### config.mk
export PLATFORM = sky130hd
export DESIGN_NAME = cbfd_core
export DESIGN_NICKNAME = d
export VERILOG_FILES = /design/src/core/cbfd_sync.v /design/src/core/cbfd_core.v
export VERILOG_INCLUDE_DIRS = /design/src /design/src/shared
export SDC_FILE = /design/constraint.sdc
export NUM_CORES = 1
export LEC_CHECK = 0
export BUFFER_PORTS_ARGS = -buffer_cell sky130_fd_sc_hd__buf_2
export CAP_MARGIN = 20
export CORE_ASPECT_RATIO = 2
export CORE_MARGIN = 2
export CORE_UTILIZATION = 54
export CTS_CLUSTER_SIZE = 25
export DETAILED_ROUTE_END_ITERATION = 10
export PLACE_DENSITY = 0.76
export SYNTH_ARGS = -nofsm -noshare
export SYNTH_HDL_FRONTEND = slang
export SYNTH_SLANG_ARGS = --single-unit
### constraint.sdc
create_clock -name i_clk -period 2.1 [get_ports i_clk]
set_input_delay 0.105 -clock i_clk [delete_from_list [all_inputs] [get_ports i_clk]]
set_output_delay 0.105 -clock i_clk [all_outputs]
set_load 0.02 [all_outputs]
### src/shared/cbfd_defines.vh
`ifndef CBFD_DEFINES_VH
`define CBFD_DEFINES_VH
`define CBFD_CLK_MHZ 10
`define CBFD_CNT_W 16
`define CBFD_CONFIRM_CYCLES 3'h5
`define CBFD_TXD_DOM_US 300
`define CBFD_TXD_DOM_CYC 16'h0bb8
`define CBFD_DOMINANT_CLAMP_TIME_LIMIT_US 800
`define CBFD_DOMINANT_CLAMP_TIME_LIMIT_CYC 16'h1f40
`define CBFD_SYNC_W 9
`define CBFD_FAIL_NONE 3'h0
`define CBFD_FAIL_L_GND 3'h1
`define CBFD_FAIL_H_GND 3'h2
`define CBFD_FAIL_L_BAT 3'h3
`define CBFD_FAIL_H_BAT 3'h4
`define CBFD_FAIL_L_5V 3'h5
`define CBFD_FAIL_H_5V 3'h6
`endif

### src/core/cbfd_sync.v
`timescale 1ns/1ps
module cbfd_sync
#(
   parameter W = 1
)
(
   input wire i_clk,
   input wire i_srst,
   input wire i_ce,
   input wire [W-1:0] i_d,
   output wire [W-1:0] o_q
);
   reg [W-1:0] meta_r;
   reg [W-1:0] sync_r;
   // two-stage synchroniser, first stage feeds only the second
   always @(posedge i_clk)
   begin
      // reset to the recessive idle level so no false edge follows reset
      if (i_srst)
      begin
         meta_r <= {W{1'b1}};
         sync_r <= {W{1'b1}};
      end
      else if (i_ce)
      begin
         meta_r <= i_d;
         sync_r <= meta_r;
      end
   end
   assign o_q = sync_r;
endmodule

### src/core/cbfd_core.v
`timescale 1ns/1ps
`include "cbfd_defines.vh"
module cbfd_core
#(
   parameter [`CBFD_CNT_W-1:0] TXD_DOM_CYC = `CBFD_TXD_DOM_CYC,
   parameter [`CBFD_CNT_W-1:0] DOMINANT_CLAMP_TIME_LIMIT_CYC = `CBFD_DOMINANT_CLAMP_TIME_LIMIT_CYC
)
(
   input wire i_clk,
   input wire i_srst,
   input wire i_ce,
   input wire i_txd,
   input wire i_rxd_pin,
   input wire i_diff_rx,
   input wire i_low_line_ground_comparator,
   input wire i_high_line_ground_comparator,
   input wire i_low_line_battery_comparator,
   input wire i_high_line_battery_comparator,
   input wire i_low_line_5v_comparator,
   input wire i_high_line_5v_comparator,
   input wire i_normal_mode,
   input wire i_mode_txrx_wr,
   input wire i_rd_bus_fail,
   input wire i_rd_receive_stuck,
   input wire i_rd_txd_dom,
   output reg o_bus_drive_en,
   output reg o_bus_dominant,
   output reg o_rxd,
   output reg o_rxd_oe,
   output reg o_bus_fail_bit,
   output reg [2:0] o_fail_code,
   output reg o_receive_stuck_bit,
   output reg o_txd_dom_bit
);
   wire [`CBFD_SYNC_W-1:0] sync_q;
   wire txd_s;
   wire rxd_s;
   wire diff_s;
   wire lg_s;
   wire hg_s;
   wire lb_s;
   wire hb_s;
   wire l5_s;
   wire h5_s;
   reg txd_d_r;
   reg diff_d_r;
   reg rxd_d_r;
   reg rec_gnd_r;
   reg rec_bat_r;
   reg rec_5v_r;
   reg seen_rec_r;
   reg [2:0] cur_code_r;
   reg [2:0] cur_cnt_r;
   reg [`CBFD_CNT_W-1:0] clamp_cnt_r;
   reg [`CBFD_CNT_W-1:0] txd_cnt_r;
   reg stuck_act_r;
   reg txd_dom_act_r;
   reg drv_lock_r;
   reg normal_d_r;
   reg [2:0] cyc_code;
   reg short_set;
   reg clamp_set;
   reg stuck_set;
   reg txd_dom_set;
   wire txd_rise;
   wire txd_fall;
   wire diff_rise;
   wire diff_fall;
   wire normal_cmd;
   wire drv_kill;
   cbfd_sync #(.W(`CBFD_SYNC_W)) u_sync
   (
      .i_clk(i_clk),
      .i_srst(i_srst),
      .i_ce(i_ce),
      .i_d({i_txd, i_rxd_pin, i_diff_rx,
            i_low_line_ground_comparator, i_high_line_ground_comparator,
            i_low_line_battery_comparator, i_high_line_battery_comparator,
            i_low_line_5v_comparator, i_high_line_5v_comparator}),
      .o_q(sync_q)
   );
   assign txd_s = sync_q[8];
   assign rxd_s = sync_q[7];
   assign diff_s = sync_q[6];
   assign lg_s = sync_q[5];
   assign hg_s = sync_q[4];
   assign lb_s = sync_q[3];
   assign hb_s = sync_q[2];
   assign l5_s = sync_q[1];
   assign h5_s = sync_q[0];
   // driver cycle edges: tx fall starts dominant, tx rise ends it
   assign txd_fall = txd_d_r & ~txd_s;
   assign txd_rise = ~txd_d_r & txd_s;
   assign diff_rise = ~diff_d_r & diff_s;
   assign diff_fall = diff_d_r & ~diff_s;
   assign normal_cmd = i_normal_mode & ~normal_d_r;
   // anything that forces the bus driver off this cycle
   assign drv_kill = stuck_set | txd_dom_set | ~i_normal_mode | drv_lock_r | stuck_act_r |
                     txd_dom_act_r;
   // per-cycle classification at end of dominant phase
   always @*
   begin
      cyc_code = `CBFD_FAIL_NONE;
      if (rec_gnd_r)
      begin
         if (!hg_s)
            cyc_code = `CBFD_FAIL_H_GND;
         else
            cyc_code = `CBFD_FAIL_L_GND;
      end
      else if (rec_bat_r)
      begin
         if (lb_s)
            cyc_code = `CBFD_FAIL_L_BAT;
         else
            cyc_code = `CBFD_FAIL_H_BAT;
      end
      else if (rec_5v_r)
      begin
         if (l5_s)
            cyc_code = `CBFD_FAIL_L_5V;
         else
            cyc_code = `CBFD_FAIL_H_5V;
      end
   end
   // event detection
   always @*
   begin
      short_set = 1'b0;
      if (txd_rise && seen_rec_r && o_bus_drive_en && cyc_code != `CBFD_FAIL_NONE &&
          cyc_code == cur_code_r && cur_cnt_r >= `CBFD_CONFIRM_CYCLES - 3'h1)
         short_set = 1'b1;
      clamp_set = (clamp_cnt_r == DOMINANT_CLAMP_TIME_LIMIT_CYC) && !diff_s;
      stuck_set = diff_rise && rxd_d_r && o_rxd_oe;
      txd_dom_set = (txd_cnt_r == TXD_DOM_CYC) && !txd_s;
   end
   always @(posedge i_clk)
   begin
      if (i_srst)
      begin
         txd_d_r <= 1'b1;
         diff_d_r <= 1'b1;
         rxd_d_r <= 1'b0;
         rec_gnd_r <= 1'b0;
         rec_bat_r <= 1'b0;
         rec_5v_r <= 1'b0;
         seen_rec_r <= 1'b0;
         cur_code_r <= `CBFD_FAIL_NONE;
         cur_cnt_r <= 3'h0;
         clamp_cnt_r <= {`CBFD_CNT_W{1'b0}};
         txd_cnt_r <= {`CBFD_CNT_W{1'b0}};
         stuck_act_r <= 1'b0;
         txd_dom_act_r <= 1'b0;
         drv_lock_r <= 1'b0;
         normal_d_r <= 1'b0;
         o_bus_drive_en <= 1'b0;
         o_bus_dominant <= 1'b0;
         o_rxd <= 1'b1;
         o_rxd_oe <= 1'b1;
         o_bus_fail_bit <= 1'b0;
         o_fail_code <= `CBFD_FAIL_NONE;
         o_receive_stuck_bit <= 1'b0;
         o_txd_dom_bit <= 1'b0;
      end
      else if (i_ce)
      begin
         txd_d_r <= txd_s;
         diff_d_r <= diff_s;
         rxd_d_r <= rxd_s;
         normal_d_r <= i_normal_mode;
         // recessive comparator sample taken as dominant begins
         if (txd_fall)
         begin
            rec_gnd_r <= ~lg_s & ~hg_s;
            rec_bat_r <= lb_s & hb_s;
            rec_5v_r <= l5_s & h5_s;
            seen_rec_r <= o_bus_drive_en;
         end
         // five-cycle confirmation
         if (txd_rise && seen_rec_r && o_bus_drive_en)
         begin
            seen_rec_r <= 1'b0;
            if (cyc_code != cur_code_r || cyc_code == `CBFD_FAIL_NONE)
            begin
               cur_code_r <= cyc_code;
               cur_cnt_r <= (cyc_code == `CBFD_FAIL_NONE) ? 3'h0 : 3'h1;
            end
            else if (cur_cnt_r != `CBFD_CONFIRM_CYCLES)
               cur_cnt_r <= cur_cnt_r + 3'h1;
         end
         // dominant clamp timer on the bus state
         if (diff_s)
            clamp_cnt_r <= {`CBFD_CNT_W{1'b0}};
         else if (clamp_cnt_r != DOMINANT_CLAMP_TIME_LIMIT_CYC)
            clamp_cnt_r <= clamp_cnt_r + 1'b1;
         // transmit dominant timer, only while driving
         if (txd_s || !o_bus_drive_en)
            txd_cnt_r <= {`CBFD_CNT_W{1'b0}};
         else if (txd_cnt_r != TXD_DOM_CYC)
            txd_cnt_r <= txd_cnt_r + 1'b1;
         // receive output stuck condition
         if (stuck_set)
            stuck_act_r <= 1'b1;
         else if (!txd_s)
            stuck_act_r <= 1'b0;
         // transmit permanent dominant condition
         if (txd_dom_set)
            txd_dom_act_r <= 1'b1;
         else if (normal_cmd || (txd_s && diff_fall))
            txd_dom_act_r <= 1'b0;
         // flags: set wins over read
         o_bus_fail_bit <= short_set | clamp_set | (o_bus_fail_bit & ~i_rd_bus_fail);
         if (short_set)
            o_fail_code <= cyc_code;
         else if (i_rd_bus_fail && !clamp_set)
            o_fail_code <= `CBFD_FAIL_NONE;
         o_receive_stuck_bit <= stuck_set | (stuck_act_r & ~txd_s) |
                                (o_receive_stuck_bit & ~i_rd_receive_stuck);
         o_txd_dom_bit <= txd_dom_set | (o_txd_dom_bit & ~i_rd_txd_dom);
         // driver lockout until faults gone, flags read and mode rewritten
         if (stuck_set || txd_dom_set)
            drv_lock_r <= 1'b1;
         else if (i_mode_txrx_wr && !stuck_act_r && !txd_dom_act_r &&
                  !o_receive_stuck_bit && !o_txd_dom_bit)
            drv_lock_r <= 1'b0;
         // bus driver enable
         if (drv_kill)
            o_bus_drive_en <= 1'b0;
         else if (txd_s)
            o_bus_drive_en <= 1'b1;
         o_bus_dominant <= o_bus_drive_en & ~txd_s & ~drv_kill;
         // receive output driver
         if (stuck_set)
            o_rxd_oe <= 1'b0;
         else if (!stuck_act_r)
            o_rxd_oe <= 1'b1;
         o_rxd <= diff_s;
      end
   end
endmodule

==> results, run 1 <==
- The synthesized design contains 76 register bits.
- At the end of routability-driven placement, the weighted congestion stood at 0.8827.
- Setup violations remaining at the end of the flow were counted as 18.
- Setup repair after global routing could not meet its margin everywhere.
- The number of antenna violations at the first check in global routing is 0.
- The critical path startpoint category is a register.
- The clock tree from TritonCTS is built.
- The total global routing overflow is 0.
- The worst clock skew on the final layout is 0.007095 ns.
- The first TritonRoute pass finished after 4 iterations.
- The tree is rooted in a sky130_fd_sc_hd__clkbuf_16.
- The H-tree generated during clock tree synthesis spans 3 levels.
- The largest family of logic cells by synthesized area is simple AND/OR/NAND/NOR gates.
- The static leakage is 1.700 nW.
- In the routed layout, each cell is associated on average with a via count of 5.745.
- From synthesis to final layout, the design area changed by 22.87%.
- The number of endpoints with negative hold slack in the final report came to 0.
- STA puts the critical path data arrival time at 2.47 ns.
- The vias after detailed routing is 3171.
- A synthesized cell averages 8.670 µm².
- The biggest area contributor in the post-synthesis netlist is sky130_fd_sc_hd__dfxtp_1.
- The detailed router finished its first iteration with 162 violations.
- The tree built by TritonCTS fans out to 76 sinks.
- The share of synthesized area occupied by flip-flops and latches is 0.4291.
- The initial core utilization is 0.5620.
- The setup path with the least slack is of type reg -> reg.
- The standard-cell row count is 41.
- Of the total synthesized cell area, the portion taken by AND, OR, NAND and NOR gates is 0.2534.
- The share of synthesized area in the top cell type comes to 0.4291.
- In the final design database the tool counted 485 nets.
- The shortest clock period the worst path allows after layout is 2.244 ns.
- The dominant register cell in the synthesized netlist is sky130_fd_sc_hd__dfxtp_1.
- The vertical extent of the die is 118.6 µm.
- The number of max-capacitance violations reported is 0.
- The count of inserted antenna diode cells is 0.
- The final max-slew violation count came to 0.
- The buffer depth of the longest clock path is 2.
- The share of final-layout standard cells stronger than drive strength 1 is 0.1867.
- Counting every net in the synthesized netlist gives 432.
- The fill cell total of the finished layout is 512.
- The transition time at the pin with the least slew margin is 0.5822 ns.
- The core area is 0.006310 mm².
- The first global-routing pass estimated 13.91 mm of wire.
- The number of nets with antenna violations after routing is 0.
- The total design power is 3.286 mW.
- Entering global routing, the biggest net connects 36 pins.
- The worst setup path is captured at a register.
- The fraction of registers with async set or reset after synthesis is 0.
- Along the worst hold path, the cell count comes to 3.
- The maximum resistive drop on vdd is 0.0006547 V.
- Once routing completed, OpenROAD measured the worst setup slack at -0.1443 ns.
- The worst setup slack after placement is -0.06500 ns.
- Of the total synthesized cell area, the portion taken by XOR and XNOR cells is 0.04940.
- The summed instance area of the synthesized netlist is 0.003546 mm².
- The maximum net fanout on the critical path is 8.
- The routed design has 8.470 mm of wire.
- The die extent in x is 61.30 µm.
- The maximum clock frequency is 445.6 MHz.
- For this run, the number of Yosys warnings is 0.
- Of the post-synthesis cell area, the part taken by muxes is 0.08469.
- The count of cell types in the netlist is 53.
- 27 I/O pins were placed.
- Detailed placement ended at an HPWL of 5.744 mm.
- Clock-pin slew was measured on the worst setup and hold paths at 0.06 ns.
- The final critical-path share of the clock period is 1.069.
- In the final routed layout, each cell accounts on average for 15.34 µm.
- The number of global-route vias before repair is 3146.
- The run finished, with violations left.
- In the post-synthesis netlist, the biggest area contributors are sky130_fd_sc_hd__dfxtp_1, sky130_fd_sc_hd__mux2i_1, sky130_fd_sc_hd__nand2_1, sky130_fd_sc_hd__nor2_1, sky130_fd_sc_hd__xor2_1.
- Of the total synthesized cell area, the portion taken by full adders, half adders and majority gates is 0.02117.
- After detailed routing, the number of remaining DRC violations is 0.
- The synthesized instance count is 409.
- The number of flops mapped to enable cells by yosys is 0.
- The floorplan step defined a die boundary enclosing 0.007270 mm².
- The global-route usage over all layers is 0.2530.
- The final reports fail on setup timing.
- The worst reg-to-reg path cell count is 8.
- The min-delay analysis places its worst path in the category in -> reg.
- STA puts the critical path data required time at 2.33 ns.
- The worst pin sits at a relative slew slack of 0.6083.
- The number of clock buffers added by TritonCTS is 9.
- The synthesized-area fraction occupied by ao, oa, aoi and oai cells was 0.1313.
- The number of port buffers is 26.
- The total power divided by cell area is 754.3 mW/mm².
- At the later pin of the worst-skew pair, clock insertion delay measures 0.34 ns.
## state kept, by name, indices dropped and copies added, names as in the netlist, 3 cells and up
| signal | count |
|---|---|
| clamp_cnt_r | 16 |
| o_fail_code | 3 |
| u_sync.meta_r | 9 |
| cur_cnt_r | 3 |
| cur_code_r | 3 |
| txd_cnt_r | 16 |
| u_sync.o_q | 9 |
## worst max-delay path, stage by stage, from the launching register on
cell and delay, ns:
sky130_fd_sc_hd__dfxtp_2 0.32, sky130_fd_sc_hd__inv_2 0.07, sky130_fd_sc_hd__ha_4 0.12, sky130_fd_sc_hd__or4b_4 0.45, sky130_fd_sc_hd__or4_4 0.55, sky130_fd_sc_hd__buf_6 0.16
sky130_fd_sc_hd__o211ai_4 0.25, sky130_fd_sc_hd__or3_1 0.16, sky130_fd_sc_hd__a21oi_2 0.05
## report_power, final
part / leakage [nW] / total [mW] / switching (mW) / internal [mW]
clock: 0.148 / 1.62 / 0.591 / 1.03
combinational: 0.934 / 0.180 / 0.102 / 0.0779
sequential: 0.618 / 1.49 / 0.0177 / 1.47
total: 1.70 / 3.29 / 0.711 / 2.57
## area by class of cell
cell class / instances / area, µm² / area share
Multi-Input combinational cell: 306 / 1968 / 0.4518
Sequential cell: 76 / 1525 / 0.3501
Timing Repair Buffer: 59 / 411.6 / 0.09449
Clock buffer: 10 / 229.0 / 0.05256
Tap cell: 86 / 107.6 / 0.02470
Clock inverter: 5 / 77.57 / 0.01781
Inverter: 10 / 37.54 / 0.008616
## cells in the mapped netlist (2+ instances only)
master and count:
sky130_fd_sc_hd__nand2_1 62, sky130_fd_sc_hd__nor4b_1 2, sky130_fd_sc_hd__dfxtp_1 76, sky130_fd_sc_hd__a21oi_1 23, sky130_fd_sc_hd__or4b_1 2, sky130_fd_sc_hd__clkbuf_1 10
sky130_fd_sc_hd__nand3b_1 2, sky130_fd_sc_hd__buf_1 5, sky130_fd_sc_hd__o211ai_1 4, sky130_fd_sc_hd__a22oi_1 2, sky130_fd_sc_hd__xnor2_1 6, sky130_fd_sc_hd__a211oi_1 4
sky130_fd_sc_hd__mux2i_1 30, sky130_fd_sc_hd__or4_1 3, sky130_fd_sc_hd__o22ai_1 2, sky130_fd_sc_hd__nor3_1 8, sky130_fd_sc_hd__o2111ai_1 6, sky130_fd_sc_hd__or3_1 8
sky130_fd_sc_hd__o21a_1 2, sky130_fd_sc_hd__nand3_1 16, sky130_fd_sc_hd__and3_1 5, sky130_fd_sc_hd__o21ai_1 3, sky130_fd_sc_hd__nor4_1 4, sky130_fd_sc_hd__nor2_1 38
sky130_fd_sc_hd__inv_1 10, sky130_fd_sc_hd__ha_1 6, sky130_fd_sc_hd__nand2b_1 5, sky130_fd_sc_hd__nand4b_1 2, sky130_fd_sc_hd__nand4_1 12, sky130_fd_sc_hd__nor2b_1 4
sky130_fd_sc_hd__xor2_1 14, sky130_fd_sc_hd__or3b_2 2, sky130_fd_sc_hd__a31oi_1 4, sky130_fd_sc_hd__o21ai_0 8
## final timing paths
check | end | slack, ns | startpoint
setup / recovery | txd_cnt_r[11] | -0.14 | txd_cnt_r[0]
hold / removal | u_sync.meta_r[6] | 0.006 | i_diff_rx
setup reg to reg | txd_cnt_r[11] | -0.14 | txd_cnt_r[0]
hold reg to reg | u_sync.meta_r[4] | 0.47 | u_sync.meta_r[4]
## per-stage QoR
step / setup TNS, ns / cell area [µm²] / cells / hold WS (ns) / utilization
floorplan: -0.005584 / 3547 / 409 / 0.2334 / -
global placement: -0.1184 / 3897 / 527 / 0.3210 / 0.6177
detailed placement: -0.5047 / 3897 / 527 / 0.3227 / 0.6177
CTS: -0.6051 / 4330 / 552 / 0.005220 / 0.6863
global route: -2.539 / 4357 / 552 / 0.007513 / 0.6905
finish: -1.576 / 4357 / 552 / 0.005554 / 0.6905
## per-layer routing
layer | track usage | part of all wire
met1 | 0.2690 | 0.38
met2 | 0.4289 | 0.56
met3 | 0.05142 | 0.027
met4 | 0.1535 | 0.032
met5 | 0 | 0
## what timing repair did
action                     CTS  global route
pin swaps                   11             3
buffers inserted             2             0
hold endpoints to repair     7             0
gates cloned                 1             0
hold buffers                 7             0
setup endpoints to repair   13            25
resized for setup            9             5
## layout by cell type, fill, tap and decap left out, types with 3 or more instances in the layout
cell type                        n
sky130_fd_sc_hd__clkbuf_16       9
sky130_fd_sc_hd__o21ai_0         8
sky130_fd_sc_hd__nand3_1        16
sky130_fd_sc_hd__nor2_1         38
sky130_fd_sc_hd__dlygate4sd3_1   7
sky130_fd_sc_hd__buf_2          26
sky130_fd_sc_hd__a31oi_1         4
sky130_fd_sc_hd__dfxtp_1        73
sky130_fd_sc_hd__xor2_1         14
sky130_fd_sc_hd__nor4_1          4
sky130_fd_sc_hd__xnor2_1         6
sky130_fd_sc_hd__mux2i_1        30
sky130_fd_sc_hd__inv_1           8
sky130_fd_sc_hd__o211ai_1        4
sky130_fd_sc_hd__nor2b_1         4
sky130_fd_sc_hd__a211oi_1        4
sky130_fd_sc_hd__dfxtp_2         3
sky130_fd_sc_hd__o2111ai_1       3
sky130_fd_sc_hd__a21oi_1        22
sky130_fd_sc_hd__buf_4          24
sky130_fd_sc_hd__nand4_1        12
sky130_fd_sc_hd__ha_1            5
sky130_fd_sc_hd__nand2b_1        5
sky130_fd_sc_hd__o21ai_1         3
sky130_fd_sc_hd__nor3_1          8
sky130_fd_sc_hd__nand2_1        62
sky130_fd_sc_hd__and3_1          5
sky130_fd_sc_hd__or3_1           8
## logic make-up after synthesis
| group | count (synthesis) |
|---|---|
| and+or+nand+nor | 182 |
| DFF | 76 |
| AOI/OAI and AO/OA | 68 |
| muxes | 30 |
| buffers and inverters | 27 |
| xor gates and xnor gates | 20 |
| adders and majority gates | 6 |
Power figures use the tool's default switching activity.
==> run 2, diff against run 1 <==
==> constraint.sdc (replaced) <==
create_clock -name i_clk -period 2.1 [get_ports i_clk]
set_input_delay 0 -clock i_clk [delete_from_list [all_inputs] [get_ports i_clk]]
set_output_delay 0 -clock i_clk [all_outputs]
set_load 0.02 [all_outputs]
==> run 2 against run 1 <==
The run still ends with setup timing left. Non-clock buffer count increased by 2. Clock power grew 6%. Fmax rose by 3.1%. Register-to-register slack gained 0.07 ns. Sequential power barely moved. Sequential share of layout area decreased by 0.28 points. Global-route usage barely moved. Die area stayed put. Critical endpoint is now txd_cnt_r[14]. Largest power group unchanged. Highest routed layer unchanged.
==> results, run 2 (synthesis results as in run 1) <==
- Clock tree synthesis inserted a total of 9 buffers.
- The class of the tightest hold or removal check is in -> reg.
- Input and output buffers added on the ports amount to 26.
- On the critical path, the stage with the largest delay is an instance of sky130_fd_sc_hd__or4_4.
- In this run the core area contains 41 standard-cell rows.
- In this run the static leakage power is 1.717 nW.
- The worst setup slack after placement is -0.09329 ns.
- The critical path contains buffers and inverters numbering 2 combined.
- The number of cells traversed by the worst hold path is 4.
- Power spread over the standard cell area amounts to 770.8 mW/mm².
- The total global routing overflow is 0.
- The boundary pin count is 27.
- The number of max-capacitance violations reported is 0.
- In the final layout, the share of cells above drive strength 1 is 0.1791.
- The maximum clock frequency is 459.2 MHz.
- In this run the clock root is driven by a sky130_fd_sc_hd__clkbuf_16.
- The shortest clock period the worst path allows after layout is 2.178 ns.
- The relative max-transition margin is 0.6272.
- The clock latency on the worst-skew pair is 0.34 ns.
- The minimum setup slack in the final design is -0.07759 ns.
- The maximum resistive drop on vdd is 0.0007395 V.
- For this run, design rule violations remaining after detail routing come to 0.
- The floorplan step defined a die boundary enclosing 0.007270 mm².
- The total number of H-tree levels is 3.
- In the final routed layout, each cell accounts on average for 14.82 µm.
- Of the total power, the clock network draws 0.507.
- Leaving out fill and tap cells, the most frequent cells in the layout are sky130_fd_sc_hd__dfxtp_1, sky130_fd_sc_hd__nand2_1, sky130_fd_sc_hd__nor2_1, sky130_fd_sc_hd__mux2i_1, sky130_fd_sc_hd__buf_2.
- Leaving out fill and tap cells, the most frequent cell in the layout is sky130_fd_sc_hd__dfxtp_1.
- Of the total power, combinational logic draws 0.054.
- In this run the register-to-register setup slack is -0.08 ns.
- The required time of the critical path is 2.33 ns.
- The final-report setup violation count is 13.
- The iteration count of the initial detailed-routing pass is 5.
- The weighted congestion reported at the end of routability-driven placement is 0.8850.
- The transition time at the pin with the least slew margin is 0.5542 ns.
- The area occupied by registers is 0.001524 mm².
- The clock tree from TritonCTS is built.
- Broken down by cell family, the worst path's largest delay share belongs to simple AND/OR/NAND/NOR gates.
- The initial utilization of the core area, before any placement, comes to 0.5620.
- The multi-input gate area in the final layout is 0.001946 mm².
- The area growth from synthesis to layout is 23.75%.
- The maximum net fanout on the critical path is 5.
- The count of nets left with antenna violations once routing finished came out at 0.
- The signal on the critical path passes through inv_2 > ha_1 > or4b_1 > or4_4 > buf_4 > o2111ai_2 > xor2_1 > nor2_1.
- For this design, the sink count on the clock tree is 76.
- The nature of the critical path endpoint is a register.
- The total design power is 3.382 mW.
- The final routed wirelength across all metal layers is 8.226 mm.
- The final critical-path share of the clock period is 1.037.
- Of the total power, registers draw 0.439.
- Dividing the detail-routed via count by the number of cells gives 5.714.
- The flow ran to the end, but the final reports show violations.
- The internal cell power is 2.655 mW.
- The number of global-route vias before repair is 3191.
- Measured along the y axis, the die boundary spans 118.6 µm.
- The worst clock skew on the final layout is 0.002770 ns.
- The final max-slew violation count is 0.
- Of the total power, the share spent switching nets is 0.2149.
- The critical path startpoint category is a register.
- The die extent in x is 61.30 µm.
- Clock-pin slew was measured on the worst setup and hold paths at 0.06 ns.
- The number of antenna violations at the first check in global routing came to 0.
- The longest individual stage delay on the worst path is 0.55 ns.
- The number of antenna diodes in the final layout is 0.
- Summed over all nets, the half-perimeter wirelength after detailed placement is 5.722 mm.
- Summed over all nets, the switching power comes to 0.7268 mW.
- The global-route wire length before repair is 13.99 mm.
- The buffer depth of the longest clock path is 2.
- The start-to-end type of the worst setup path is reg -> reg.
- The final reports fail on setup timing.
- The hold slack is 0.03380 ns.
- The core area is 0.006310 mm².
- At the end of the flow, the number of nets in the layout was 487.
- For this block, the initial DRC count from the detailed router was 130.
- The number of endpoints with negative hold slack in the final report is 0.
- The worst reg-to-reg path cell count is 8.
- The maximum number of pins on one net before global-route repair is 36.
- Setup repair after global routing could not meet its margin everywhere.
- At the worst endpoint, the arrival time is 2.41 ns.
- The largest registers in the layout are clamp_cnt_r: 16 flops, txd_cnt_r: 16 flops.
- Across every metal layer, demand over resource in global routing totals 0.2530.
- The detailed router placed 3171 vias in this run.
- The filler cells instantiated in the layout total 509.
- The critical path runs through a total of 8 cells.
- The final-layout setup total negative slack is -0.6727 ns.
## run 2: cell count changes in the layout (fill, tap and decap cells not counted), sizes merged
cell         change
dlygate4sd3      +4
buf              -2
clkbuf           +1
clkinv           -1
clkinvlp         +1
## run 2: area by class of cell
class                      instances  share of cell area
clock buffer                      11             0.05760
clock inverter                     5             0.01910
inverter                          10            0.008554
multi-input combinational        306              0.4434
sequential                        76              0.3473
tap                               86             0.02452
timing repair buffer              61             0.09952
## run 2: tightest hold or removal path: stages
cell and delay, ns:
sky130_fd_sc_hd__buf_2 0.10, sky130_fd_sc_hd__nand2_1 0.05, sky130_fd_sc_hd__a22oi_1 0.05, sky130_fd_sc_hd__a21oi_1 0.13
## run 2: stage by stage
step	area (µm²)	cells	util
finish	4388	555	0.6954
floorplan	3547	409	-
detailed placement	3890	526	0.6165
global route	4388	555	0.6954
global placement	3890	526	0.6165
CTS	4388	555	0.6954
## run 2: metal layers
layer,wire length [µm],global-route usage
met5,0,0
met4,331,0.1264
met3,178,0.06018
met2,4604,0.4461
met1,3111,0.2594
## run 2: timing repair
action                                  4_1_cts  5_1_grt
gates resized for setup                      11        0
endpoints found under the setup margin       13       18
buffers inserted                              1        0
gates cloned                                  1        0
hold buffers                                 11        0
pin swaps                                     6        3
hold endpoints to repair                     11        0
## run 2: final timing paths
check	start	end
min	i_rd_receive_stuck	o_receive_stuck_bit
max	txd_cnt_r[0]	txd_cnt_r[14]
min reg2reg	u_sync.meta_r[8]	u_sync.meta_r[8]
max reg2reg	txd_cnt_r[0]	txd_cnt_r[14]
## run 2: power by group through the flow
stage	clock (mW)	combinational, mW	sequential [mW]
3_5_place_dp	0	0.165	1.52
5_1_grt	1.79	0.200	1.49
3_3_place_gp	0	0.161	1.52
2_1_floorplan	0	0.104	1.52
6_report	1.71	0.183	1.49
4_1_cts	1.73	0.183	1.49
==> run 3, diff against run 2 <==
--- a/config.mk
+++ b/config.mk
@@ -10,10 +10,10 @@
 export CAP_MARGIN = 20
 export CORE_ASPECT_RATIO = 2
 export CORE_MARGIN = 2
-export CORE_UTILIZATION = 54
+export CORE_UTILIZATION = 48
 export CTS_CLUSTER_SIZE = 25
 export DETAILED_ROUTE_END_ITERATION = 10
-export PLACE_DENSITY = 0.76
+export PLACE_DENSITY = 0.69
 export SYNTH_ARGS = -nofsm -noshare
 export SYNTH_HDL_FRONTEND = slang
 export SYNTH_SLANG_ARGS = --single-unit
==> run 3 against run 2 <==
The run still ends with setup timing left. Critical path type unchanged. Clock skew about the same. Routed wire length grew 2.5%. Fmax shrank 3.3%. Hold slack improved by 0.0035 ns. Sequential power about the same.
==> results, run 3 (synthesis results as in run 1) <==
- The checks that failed: setup timing.
- The die extent in x is 64.78 µm.
- In this run the core area contains 44 standard-cell rows.
- The final max-slew violation count is 0.
- The end of the worst register-to-register path is txd_cnt_r[15].
- At the end of routability-driven placement, the weighted congestion stood at 0.8802.
- The number of cells after detailed placement is 534.
- Clock-pin slew was measured on the worst setup and hold paths at 0.06 ns.
- In the final layout, the registers with the most flip-flops are clamp_cnt_r: 16 flops, txd_cnt_r: 16 flops.
- The global routing usage on met2 is 0.3996.
- The clock latency on the worst-skew pair is 0.34 ns.
- The setup path with the least slack is of type reg -> reg.
- Setup repair after global routing could not meet its margin everywhere.
- The wire-length estimate of the detail-placed layout is 5.838 mm.
- The relative max-transition margin is 0.5425.
- The vias after detailed routing is 3175.
- The switching portion of total power is 0.2122.
- The core area is 0.007212 mm².
- The analysis attributes to net switching a power of 0.7281 mW.
- For the final database, setup skew stands at 0.003084 ns.
- The worst setup slack after placement is -0.1219 ns.
- Entering global routing, the biggest net connects 35 pins.
- Power spread over the standard cell area amounts to 769.1 mW/mm².
- TritonCTS built the clock tree.
- The share of total power dissipated in combinational logic is 0.053.
- The number of clock sinks is 76.
- The arrival time of the worst setup path is 2.48 ns.
- The post-detailed-route wirelength per cell is 14.90 µm.
- After detailed routing, the total wire length is 8.435 mm.
- The clock group share of total power is 0.514.
- The startpoint identified for the worst register-to-register timing path is txd_cnt_r[1].
- The finished layout holds 566 standard cells, fillers aside.
- The worst hold path belongs to the class in -> reg.
- After detailed routing, the number of remaining DRC violations is 0.
- The share of final-layout standard cells stronger than drive strength 1 is 0.1962.
- For this configuration, the core starts out at a cell density of 0.4917.
- In this run, CTS created clock tree buffers numbering 9.
- After layout, the worst setup slack is -0.1521 ns.
- STA classifies the critical path endpoint as a register.
- The worst setup path is launched from a register.
- The total number of H-tree levels is 3.
- The detail route stage leaves a number of antenna-violating nets equal to 0.
- The design draws 3.431 mW.
- The boundary pin count is 27.
- For the worst setup path, the data required time is 2.32 ns.
- The first global-routing pass estimated 14.31 mm of wire.
- In this run, the number of DRC markers left after iteration 0 of detailed routing was 153.
- In this run the register-to-register setup slack is -0.15 ns.
- The iteration count of the initial detailed-routing pass is 4.
- The analysis attributes to cell leakage a power of 1.742 nW.
- The maximum clock frequency is 444.0 MHz.
- The met3 track demand over resource is 0.05486.
- The number of antenna violations at the first check in global routing is 0.
- The most frequent standard cell in the layout excluding fill and tap cells is sky130_fd_sc_hd__dfxtp_1.
- At the pin with the least slew margin, the transition time is 0.6800 ns.
- The maximum resistive drop on vdd is 0.0006512 V.
- The die footprint is 0.008133 mm².
- The hold path startpoint is i_rd_receive_stuck.
- The routed design could run at a clock period as short as 2.252 ns.
- The flow ran to the end, but the final reports show violations.
- The final-layout setup total negative slack is -1.528 ns.
- For met1 alone, demand over resource in global routing was 0.2302.
- The number of nets at the end of the flow is 492.
- The worst hold path passes through 4 cells.
- The share of total power in sequential cells is 0.433.
- Compared with the post-synthesis result, the final layout area differs by 25.79%.
- The tool flagged a number of max-cap violations equal to 0.
- The global-route usage over all layers is 0.2253.
- In this run the clock root is driven by a sky130_fd_sc_hd__clkbuf_16.
- The number of endpoints with negative hold slack in the final report is 0.
- 0 antenna diodes ended up in the layout.
- After global routing, the most crowded layer is met2.
- The library cells used most frequently in the layout, excluding fill and tap cells, are sky130_fd_sc_hd__dfxtp_1, sky130_fd_sc_hd__nand2_1, sky130_fd_sc_hd__nor2_1, sky130_fd_sc_hd__mux2i_1.
- The ratio of routed vias to standard cells is 5.610.
- Measured along the y axis, the die boundary spans 125.6 µm.
- The number of global-route vias before repair is 3174.
- The buffer depth of the longest clock path is 2.
- The internal cell power is 2.703 mW.
- The final-report setup violation count is 18.
- The worst reg-to-reg path cell count is 8.
- Of the available clock period, the critical path in the final layout requires 1.072.
- Along the worst path, the maximum fanout reaches 8.
- The number of port buffers is 26.
- The total overflow left after global routing is 0.
- The worst-case hold path end point is o_receive_stuck_bit.
run 3: cell types whose count changed in the layout (fill, tap and decap cells not counted), sizes merged:
cell,delta
buf,+5
clkbuf,-2
clkinv,+1
bufinv,+1
run 3: worst max path at each step:
stage	start	endpoint
floorplan	txd_cnt_r[0]	txd_cnt_r[15]
global placement	txd_cnt_r[1]	txd_cnt_r[11]
detailed placement	txd_cnt_r[1]	txd_cnt_r[14]
CTS	txd_cnt_r[1]	txd_cnt_r[13]
global route	txd_cnt_r[0]	txd_cnt_r[15]
finish	txd_cnt_r[1]	txd_cnt_r[15]
run 3: layout make-up:
class / instances / area [µm²]
clock inverters: 7 / 115.1
inverters: 10 / 37.54
fillers: 639 / 2751
multi-input cells: 306 / 1974
clock buffers: 9 / 225.2
flip-flops and latches: 76 / 1524
well taps: 92 / 115.1
repair buffers: 66 / 469.2
run 3: layer usage:
layer,part of all wire,vias to the layer above
met5,0,-
met4,0.043,0
met3,0.025,28
met2,0.56,69
met1,0.37,1497
li1,-,1581
run 3: power groups by stage:
stage	Clock, mW	Sequential [mW]	Combinational, mW
2_1_floorplan	0	1.52	0.104
3_3_place_gp	0	1.51	0.161
3_5_place_dp	0	1.52	0.163
4_1_cts	1.80	1.48	0.181
5_1_grt	1.86	1.49	0.201
6_report	1.76	1.48	0.181
run 3: stage by stage:
| step | hold WS [ns] | util | cell area [µm²] |
|---|---|---|---|
| after floorplan | 0.1284 | - | 3547 |
| after global placement | 0.2154 | 0.5408 | 3900 |
| after detailed placement | 0.2198 | 0.5408 | 3900 |
| after CTS | 0.03708 | 0.6096 | 4397 |
| after global routing | 0.06258 | 0.6185 | 4461 |
| final | 0.03731 | 0.6185 | 4461 |
run 3: critical path, cell delays in order, from the launching register on:
cell and delay [ns]:
sky130_fd_sc_hd__dfxtp_2 0.33, sky130_fd_sc_hd__inv_2 0.07, sky130_fd_sc_hd__ha_4 0.12, sky130_fd_sc_hd__or4b_4 0.44
sky130_fd_sc_hd__or4_4 0.55, sky130_fd_sc_hd__buf_6 0.15, sky130_fd_sc_hd__o211ai_4 0.26, sky130_fd_sc_hd__or3_1 0.15
sky130_fd_sc_hd__a21oi_1 0.06
run 3: timing repair:
item | CTS | global route
endpoints found under the hold margin | 11 | 0
pin swaps | 10 | 11
gates resized for setup | 10 | 11
endpoints found under the setup margin | 13 | 20
setup buffers | 2 | 3
hold buffers | 11 | 0
